[src/rtl/trig_in_pkg.sv]
// Package: constants, register map and types of the trigger input conditioner
package trig_in_pkg;

  localparam int NUM_INPUTS          = 4;
  localparam int SEL_W               = 2;
  localparam int ADDR_W              = 8;
  localparam int DATA_W              = 32;

  // Timing: clock rate and stability step, times in picoseconds
  localparam int CLK_FREQ_MHZ        = 100;
  localparam int CLK_PERIOD_PS       = 1000000 / CLK_FREQ_MHZ;
  localparam int STABILITY_STEP_PS   = 9600;
  localparam int STABILITY_MAX_PS    = 604800;
  localparam int STABILITY_MAX_STEPS = STABILITY_MAX_PS / STABILITY_STEP_PS;
  localparam int STEPS_W             = 6;
  localparam int ELAPSED_W           = 20;

  // Decimation
  localparam int FACTOR_W            = 31;
  localparam int PHASE_W             = 32;

  // Register byte offsets
  localparam logic [ADDR_W-1:0] OFF_STABILITY  = 8'h00;
  localparam logic [ADDR_W-1:0] OFF_LEVELS     = 8'h04;
  localparam logic [ADDR_W-1:0] OFF_SELECT     = 8'h08;
  localparam logic [ADDR_W-1:0] OFF_SENSE      = 8'h0C;
  localparam logic [ADDR_W-1:0] OFF_FACTOR     = 8'h10;
  localparam logic [ADDR_W-1:0] OFF_PHASE      = 8'h14;
  localparam logic [ADDR_W-1:0] OFF_MODE       = 8'h18;
  localparam logic [ADDR_W-1:0] OFF_STATUS     = 8'h1C;
  localparam logic [ADDR_W-1:0] OFF_EDGE_COUNT = 8'h20;
  localparam logic [ADDR_W-1:0] OFF_FWD_COUNT  = 8'h24;

  // Status register fields
  localparam int STATUS_ACTIVE_BIT   = 0;
  localparam int STATUS_RAW_BIT      = 1;

  typedef enum logic {
    sense_low,
    sense_high
  } trigger_input_sense_t;

  typedef enum logic [1:0] {
    mode_generator,
    mode_external,
    mode_software
  } trigger_source_mode_t;

  // Reset values and limits
  localparam logic [STEPS_W-1:0]  STABILITY_RST        = STEPS_W'(STABILITY_MAX_STEPS);
  localparam logic [STEPS_W-1:0]  STABILITY_MIN        = 6'h01;
  localparam logic [SEL_W-1:0]    SELECT_FRONT_INPUT_0 = 2'h0;
  localparam trigger_input_sense_t SENSE_RST           = sense_high;
  localparam trigger_source_mode_t MODE_RST            = mode_generator;
  localparam logic [FACTOR_W-1:0] FACTOR_RST           = 31'h00000001;
  localparam logic [FACTOR_W-1:0] FACTOR_MAX           = 31'h7FFFFFFF;
  localparam logic [PHASE_W-1:0]  PHASE_RST            = 32'h00000000;

endpackage

[src/rtl/input_debouncer.sv]
// Module: two-flop synchroniser and stability filter for one front input
`timescale 1ns/1ps
module input_debouncer
  import trig_in_pkg::*;
(
  // Clock and reset
  input  wire logic               pclk,
  input  wire logic               presetn,
  // Raw pin and shared setting
  input  wire logic               raw_in,
  input  wire logic [STEPS_W-1:0] stability_steps,
  // Filtered level
  output logic                    level_out
);

  typedef struct packed {
    logic                 sync_a;
    logic                 sync_b;
    logic                 last;
    logic [ELAPSED_W-1:0] elapsed;
    logic                 level;
  } deb_state_t;

  deb_state_t           s_q;
  deb_state_t           s_d;
  logic [ELAPSED_W-1:0] threshold;
  logic [ELAPSED_W-1:0] elapsed_next;

  always_comb begin
    s_d          = s_q;
    threshold    = ELAPSED_W'(stability_steps * STABILITY_STEP_PS);
    elapsed_next = s_q.elapsed + ELAPSED_W'(CLK_PERIOD_PS);
    s_d.sync_a   = raw_in;
    s_d.sync_b   = s_q.sync_a;
    s_d.last     = s_q.sync_b;
    // Time is kept in picoseconds so the 9.6 ns step rounds up to whole cycles
    if (s_q.sync_b != s_q.last) begin
      s_d.elapsed = '0;
    end else if (s_q.elapsed < threshold) begin
      s_d.elapsed = elapsed_next;
    end
    if (s_q.sync_b == s_q.last && elapsed_next >= threshold) begin
      s_d.level = s_q.last;
    end
  end

  always_ff @(posedge pclk or negedge presetn) begin
    if (!presetn) begin
      s_q <= '0;
    end else begin
      s_q <= s_d;
    end
  end

  assign level_out = s_q.level;

endmodule

[src/rtl/pulse_decimator.sv]
// Module: passes one pulse of each group of N, at a programmable phase
`timescale 1ns/1ps
module pulse_decimator
  import trig_in_pkg::*;
(
  // Clock and reset
  input  wire logic                pclk,
  input  wire logic                presetn,
  // Pulses in and settings
  input  wire logic                pulse_in,
  input  wire logic [FACTOR_W-1:0] factor,
  input  wire logic [PHASE_W-1:0]  phase,
  // Surviving pulses
  output logic                     pulse_out
);

  typedef struct packed {
    logic [FACTOR_W-1:0] pos;
    logic                out;
  } dec_state_t;

  dec_state_t          s_q;
  dec_state_t          s_d;
  logic [FACTOR_W-1:0] pos_eff;

  always_comb begin
    s_d     = s_q;
    s_d.out = 1'b0;
    // A factor lowered below the position restarts the group
    pos_eff = (s_q.pos >= factor) ? '0 : s_q.pos;
    s_d.pos = pos_eff;
    if (pulse_in) begin
      // A phase not below the factor never matches, so nothing passes
      s_d.out = ({1'b0, pos_eff} == phase);
      s_d.pos = (pos_eff >= factor - 1'b1) ? '0 : pos_eff + 1'b1;
    end
  end

  always_ff @(posedge pclk or negedge presetn) begin
    if (!presetn) begin
      s_q <= '0;
    end else begin
      s_q <= s_d;
    end
  end

  assign pulse_out = s_q.out;

endmodule

[src/rtl/trigger_input_conditioner.sv]
// Module: front trigger input conditioner with APB register slave
`timescale 1ns/1ps
module trigger_input_conditioner
  import trig_in_pkg::*;
(
  // Clock and reset
  input  wire logic                  pclk,
  input  wire logic                  presetn,

  // APB slave
  input  wire logic                  psel,
  input  wire logic                  penable,
  input  wire logic                  pwrite,
  input  wire logic [ADDR_W-1:0]     paddr,
  input  wire logic [DATA_W-1:0]     pwdata,
  output logic      [DATA_W-1:0]     prdata,
  output logic                       pready,
  output logic                       pslverr,

  // Front inputs from the pins
  input  wire logic [NUM_INPUTS-1:0] front_in,

  // Toward the trigger system
  output logic                       trigger_pulse,
  output logic                       stat_level,
  output logic                       stat_pulse
);

  typedef struct packed {
    logic                 pready;
    logic                 pslverr;
    logic [DATA_W-1:0]    prdata;
    logic [STEPS_W-1:0]   stability;
    logic [SEL_W-1:0]     select;
    trigger_input_sense_t sense;
    trigger_source_mode_t mode;
    logic [FACTOR_W-1:0]  factor;
    logic [PHASE_W-1:0]   phase;
    logic                 active_prev;
    logic                 stat_level;
    logic                 stat_pulse;
    logic                 ext_pulse;
    logic [DATA_W-1:0]    edge_count;
    logic [DATA_W-1:0]    fwd_count;
  } regs_t;

  localparam regs_t REGS_RST = '{
    pready:      1'b0,
    pslverr:     1'b0,
    prdata:      '0,
    stability:   STABILITY_RST,
    select:      SELECT_FRONT_INPUT_0,
    sense:       SENSE_RST,
    mode:        MODE_RST,
    factor:      FACTOR_RST,
    phase:       PHASE_RST,
    active_prev: 1'b0,
    stat_level:  1'b0,
    stat_pulse:  1'b0,
    ext_pulse:   1'b0,
    edge_count:  '0,
    fwd_count:   '0
  };

  regs_t                 r_q;
  regs_t                 r_d;

  logic [NUM_INPUTS-1:0] levels;
  logic                  fwd_pulse;
  logic                  selected_level;
  logic                  active_level;
  logic                  rising;
  logic                  access;
  logic                  wr_done;
  logic [ADDR_W-1:0]     word_addr;
  logic                  mapped;
  logic [DATA_W-1:0]     rd_value;

  // One debouncer per input, all sharing the same stability setting
  for (genvar i = 0; i < NUM_INPUTS; i++) begin : g_deb
    input_debouncer u_deb (
      .pclk            (pclk),
      .presetn         (presetn),
      .raw_in          (front_in[i]),
      .stability_steps (r_q.stability),
      .level_out       (levels[i])
    );
  end

  pulse_decimator u_dec (
    .pclk      (pclk),
    .presetn   (presetn),
    .pulse_in  (r_q.ext_pulse),
    .factor    (r_q.factor),
    .phase     (r_q.phase),
    .pulse_out (fwd_pulse)
  );

  // Selection and sense
  always_comb begin
    selected_level = levels[r_q.select];
    active_level   = (r_q.sense == sense_high) ? selected_level
                                               : ~selected_level;
    rising         = active_level & ~r_q.active_prev;
  end

  // Bus decode
  always_comb begin
    access    = psel & penable;
    wr_done   = access & r_q.pready & pwrite & ~r_q.pslverr;
    word_addr = {paddr[ADDR_W-1:2], 2'b00};
    mapped    = 1'b1;
    rd_value  = '0;
    unique case (word_addr)
      OFF_STABILITY: begin
        rd_value[STEPS_W-1:0] = r_q.stability;
      end
      OFF_LEVELS: begin
        rd_value[NUM_INPUTS-1:0] = levels;
      end
      OFF_SELECT: begin
        rd_value[SEL_W-1:0] = r_q.select;
      end
      OFF_SENSE: begin
        rd_value[0] = r_q.sense;
      end
      OFF_FACTOR: begin
        rd_value[FACTOR_W-1:0] = r_q.factor;
      end
      OFF_PHASE: begin
        rd_value = r_q.phase;
      end
      OFF_MODE: begin
        rd_value[1:0] = r_q.mode;
      end
      OFF_STATUS: begin
        rd_value[STATUS_ACTIVE_BIT] = active_level;
        rd_value[STATUS_RAW_BIT]    = selected_level;
      end
      OFF_EDGE_COUNT: begin
        rd_value = r_q.edge_count;
      end
      OFF_FWD_COUNT: begin
        rd_value = r_q.fwd_count;
      end
      default: begin
        mapped = 1'b0;
      end
    endcase
  end

  // Next state
  always_comb begin
    r_d = r_q;

    // APB answers one cycle into the access phase, data from a register
    r_d.pready  = 1'b0;
    r_d.pslverr = 1'b0;
    if (access && !r_q.pready) begin
      r_d.pready  = 1'b1;
      r_d.pslverr = ~mapped;
      r_d.prdata  = (pwrite || !mapped) ? '0 : rd_value;
    end

    // Writes land on the edge where pready is seen high
    if (wr_done) begin
      unique case (word_addr)
        OFF_STABILITY: begin
          if (pwdata[DATA_W-1:STEPS_W] != '0) begin
            r_d.stability = STABILITY_RST;
          end else if (pwdata[STEPS_W-1:0] == '0) begin
            r_d.stability = STABILITY_MIN;
          end else begin
            r_d.stability = pwdata[STEPS_W-1:0];
          end
        end
        OFF_SELECT: begin
          r_d.select = pwdata[SEL_W-1:0];
        end
        OFF_SENSE: begin
          r_d.sense = trigger_input_sense_t'(pwdata[0]);
        end
        OFF_FACTOR: begin
          if (pwdata[DATA_W-1]) begin
            r_d.factor = FACTOR_MAX;
          end else if (pwdata[FACTOR_W-1:0] == '0) begin
            r_d.factor = FACTOR_RST;
          end else begin
            r_d.factor = pwdata[FACTOR_W-1:0];
          end
        end
        OFF_PHASE: begin
          r_d.phase = pwdata;
        end
        OFF_MODE: begin
          // The unused mode code is ignored rather than stored
          if (pwdata[DATA_W-1:2] == '0 && pwdata[1:0] != 2'h3) begin
            r_d.mode = trigger_source_mode_t'(pwdata[1:0]);
          end
        end
        default: begin
          // Read-only words ignore writes
        end
      endcase
    end

    // Statistics tap: after filtering and sense, ahead of decimation
    r_d.active_prev = active_level;
    r_d.stat_level  = active_level;
    r_d.stat_pulse  = rising;
    if (rising) begin
      r_d.edge_count = r_q.edge_count + 1'b1;
    end

    // Only external mode lets the selected input drive triggers
    r_d.ext_pulse = rising & (r_q.mode == mode_external);

    // Counters wrap to zero at their maximum
    if (fwd_pulse) begin
      r_d.fwd_count = r_q.fwd_count + 1'b1;
    end
  end

  always_ff @(posedge pclk or negedge presetn) begin
    if (!presetn) begin
      r_q <= REGS_RST;
    end else begin
      r_q <= r_d;
    end
  end

  // Outputs
  assign prdata        = r_q.prdata;
  assign pready        = r_q.pready;
  assign pslverr       = r_q.pslverr;
  assign trigger_pulse = fwd_pulse;
  assign stat_level    = r_q.stat_level;
  assign stat_pulse    = r_q.stat_pulse;

endmodule

[config.mk]
export PLATFORM = sky130hd
export DESIGN_NAME = trigger_input_conditioner
export DESIGN_NICKNAME = d
export VERILOG_FILES = /design/src/rtl/trig_in_pkg.sv /design/src/rtl/input_debouncer.sv /design/src/rtl/pulse_decimator.sv /design/src/rtl/trigger_input_conditioner.sv
export SDC_FILE = /design/constraint.sdc
export NUM_CORES = 1
export LEC_CHECK = 0
export ABC_AREA = 1
export BUFFER_PORTS_ARGS = -buffer_cell sky130_fd_sc_hd__buf_2
export CAP_MARGIN = 40
export CORE_ASPECT_RATIO = 0.6
export CORE_MARGIN = 1.5
export CORE_UTILIZATION = 51
export CTS_BUF_LIST = sky130_fd_sc_hd__clkbuf_8
export DETAILED_ROUTE_END_ITERATION = 10
export HOLD_SLACK_MARGIN = 0.03
export PLACE_DENSITY = 0.72
export SYNTH_ARGS = -nofsm -noshare
export SYNTH_HDL_FRONTEND = slang
export SYNTH_SLANG_ARGS = --single-unit
export TNS_END_PERCENT = 5
[constraint.sdc]
create_clock -name pclk -period 6.3 [get_ports pclk]
set_input_delay 1.89 -clock pclk [delete_from_list [all_inputs] [get_ports pclk]]
set_output_delay 1.89 -clock pclk [all_outputs]
set_load 0.01 [all_outputs]
==> impl_metrics.tcl <==
set metrics [dict create \
    status "finished clean" \
    core-area_mm2 0.0379 \
    syn2layout_area_growth_pct 8.55 \
    yosysTopAreaCell "dfrtp_1" \
    insertion_delay_ps 640 \
    cts-root-buf "clkbuf_8" \
    p_sw_share_pct 37.7 \
    layout_min_cycle_time_ps 5430 \
    hold_violations 0 \
    fin_ws_ps 865 \
    synth-seq-cells 287 \
    drt_iter0_drc 2181 \
    yosysSeqAreaShare_pct 36.4 \
    drt-pass1-iter-count 5 \
    start_util_pct 52.1 \
    path_clk_slew_ps 70 \
    synth.top_cells.by_area "dfrtp_1 35%, ha_1 12%, nand2_1 7.3%" \
    vias 17627 \
    tritoncts "yes" \
    syn_inst 2407 \
    dieArea_mm2 0.0399 \
    routabilityCongestion 0.960 \
    clock_path_buffers 3 \
    leakagePower_nw 10.7 \
    cap_violations 0 \
    antenna_found_initial 1 \
    finClkSkew_ps 38.6 \
    required_ps 6820 \
    rrSetupSlack_ps 870 \
    p_per_area_mw_per_mm2 250 \
    arrival_ps 5950 \
    fin_tns_setup_ps 0 \
    h-tree-depth 2 \
    fmax_mhz 184 \
    grt_pass1_wl_um 93100 \
    cts.sinks 287 \
    cts_hold_buffers 0 \
    max_slew_margin_pct 37.0 \
    ir_drop_mv 0.172 \
    p_clk_share_pct 29.9 \
    die_y_um 155 \
    cts_setup_buffers 0 \
    combPwrFrac_pct 30.1 \
    async_reset_ff_share_pct 100 \
    row_count 55 \
    port_buffers 83 \
    worst_setup_path_end_kind "flop" \
    nNetsFinal 2727 \
    avgSynthCellArea_um2 8.20 \
    die_x_um 257 \
    pin_count 86 \
    ctsResizeCount 0 \
    grt.overflow.total 0 \
    grt_pass1_vias 16395 \
    wire_per_inst_um 19.7 \
    yosysWarnings 0 \
    synth_top_area_share_pct 35.4 \
    synth_fp_nets 2655 \
    min_period_over_period_pct 86.3 \
    viasPerCell 5.83 \
    ys.flop_type "dfrtp_1" \
    switchingPower_mw 2.02 \
    pre_cts_ws_ps 932 \
    final_antenna_net_count 0 \
    drc_errors 0 \
    startpoint_type "flop" \
    layout-drive-gt1-share_pct 9.93 \
    tightest_slew_ps 943 \
    min_path_type "flop to flop" \
    wl_um 59600 \
    synth_edf_count 0 \
    seqPwrFrac_pct 40.0 \
    cts_buffers 47 \
    synth.distinct_cells 59 \
    rsz0062_at_grt "no" \
    crit_type "flop to flop" \
    grt_usage_pct 30.0 \
    n_fill_cell 3451 \
    hpwl_um 45800 \
    finalSetupViolCount 0 \
    cp_max_fo 15 \
    netlist_area_mm2 0.0197 \
    slew_viol_final 0 \
    grt_max_degree 111 \
    p_int_mw 3.34 \
]
[cell usage in the layout, fill, tap and decap left out, types with 6 or more instances in the layout]
cell type,Yosys,layout
nor3_2,8,8
o21ai_0,125,125
nand3_2,6,6
clkbuf_8,0,49
clkinv_2,0,7
nor2_2,15,18
nand2_1,386,385
xnor2_1,28,28
buf_2,4,82
a21oi_1,117,117
nor4_1,17,17
inv_1,382,399
a31oi_1,12,12
a221oi_1,30,30
nand4_1,48,48
dfstp_2,8,8
a21boi_0,6,6
o21a_1,12,12
nand3_1,112,112
dfrtp_1,279,279
o22ai_1,78,78
nor2_4,17,17
o221ai_1,6,6
nor3_1,44,44
buf_4,34,21
nor2_1,152,149
xor2_1,140,140
a22oi_1,33,33
ha_1,194,194
[routing by layer]
metal / GRT usage (%) / vias to the layer above / part of all wire (%)
li1: - / 8190 / -
met2: 40.4 / 844 / 39
met1: 47.9 / 8513 / 48
met5: 0 / - / 0
met4: 5.55 / 0 / 1.3
met3: 7.09 / 80 / 11
[metrics by stage]
step,utilization [%],instances,power (mW),area (µm²),hold slack (ps)
floorplan,-,2407,3.30,19700,331
global placement,54.2,2942,3.66,20500,335
detailed placement,54.2,2943,3.75,20600,337
CTS,56.5,3021,5.36,21400,351
global route,56.5,3022,5.70,21400,354
finish,56.5,3022,5.36,21400,350
[Yosys cell counts, drive strengths merged (8+ instances only)]
cell    instances
a21oi         117
a221oi         30
a22oi          33
a31oi          12
buf            41
clkbuf         42
dfrtp         279
dfstp           8
ha            194
inv           387
nand2         393
nand3         118
nand4          52
nor2          185
nor3           54
nor4           17
o21a           12
o21ai         128
o22ai          78
xnor2          28
xor2          141
[flip-flops by register name, indices dropped and copies added, names as in the netlist]
name                   flops
u_dec.pulse_out            1
r_q                      139
g_deb.u_deb.level_out      4
stat_level                 1
pslverr                    1
g_deb.u_deb.s_d            8
u_dec.s_q                 31
g_deb.u_deb.s_q           68
pready                     1
prdata                    32
stat_pulse                 1
[power groups by stage]
| stage | logic (mW) | clock network (mW) | registers, mW |
|---|---|---|---|
| CTS | 1.59 | 1.63 | 2.14 |
| floorplan | 1.17 | 0 | 2.13 |
| finish | 1.61 | 1.60 | 2.15 |
| detailed placement | 1.58 | 0 | 2.17 |
| global route | 1.83 | 1.71 | 2.16 |
| global placement | 1.50 | 0 | 2.16 |
[final timing paths]
kind	startpoint	depth (start not counted)	to
setup / recovery	r_q[136]$_DFFE_PN1P_	19	g_deb[1].u_deb.s_q[15]$_DFFE_PN0P_
hold / removal	g_deb[1].u_deb.s_d[22]$_DFF_PN0_	0	g_deb[1].u_deb.s_d[21]$_DFF_PN0_
setup reg to reg	r_q[136]$_DFFE_PN1P_	19	g_deb[1].u_deb.s_q[15]$_DFFE_PN0P_
hold reg to reg	g_deb[1].u_deb.s_d[22]$_DFF_PN0_	0	g_deb[1].u_deb.s_d[21]$_DFF_PN0_
max in group asynchronous	presetn	2	u_dec.s_q[28]$_DFF_PN0_
min in group asynchronous	presetn	1	g_deb[0].u_deb.s_q[12]$_DFFE_PN0P_
[area by class of cell]
type | count | area, µm² | share of cell area (%)
Sequential cell | 287 | 7190 | 33.6
Antenna cell | 1 | 2.50 | 0.0117
Clock inverter | 29 | 189 | 0.882
Multi-Input combinational cell | 1648 | 10600 | 49.7
Inverter | 389 | 1460 | 6.82
Tap cell | 513 | 642 | 3.00
Clock buffer | 49 | 674 | 3.15
Timing Repair Buffer | 106 | 623 | 2.91
[worst max-delay path: stages, from the launching register on]
cell,delay (ps)
dfstp_2,800
ha_1,310
ha_1,180
inv_1,70
fa_1,460
inv_1,80
ha_1,230
nand3_1,90
nand2_1,80
a21oi_1,130
o21ai_0,130
a21o_1,190
a21oi_1,190
xor2_1,660
ha_1,380
a21oi_1,120
o21ai_0,120
a21oi_1,180
nand3_1,510
o21ai_0,390
[logic make-up after synthesis]
family | count (synthesis) | share of synthesized area [%]
fa+ha+maj | 199 | 12.8
compound gates | 448 | 13.7
mux | 4 | 0.209
flops | 287 | 36.4
buf+inv | 472 | 9.72
simple gates | 828 | 19.6
xor+xnor | 169 | 7.59
No activity file was read; power rests on OpenSTA's default activity.
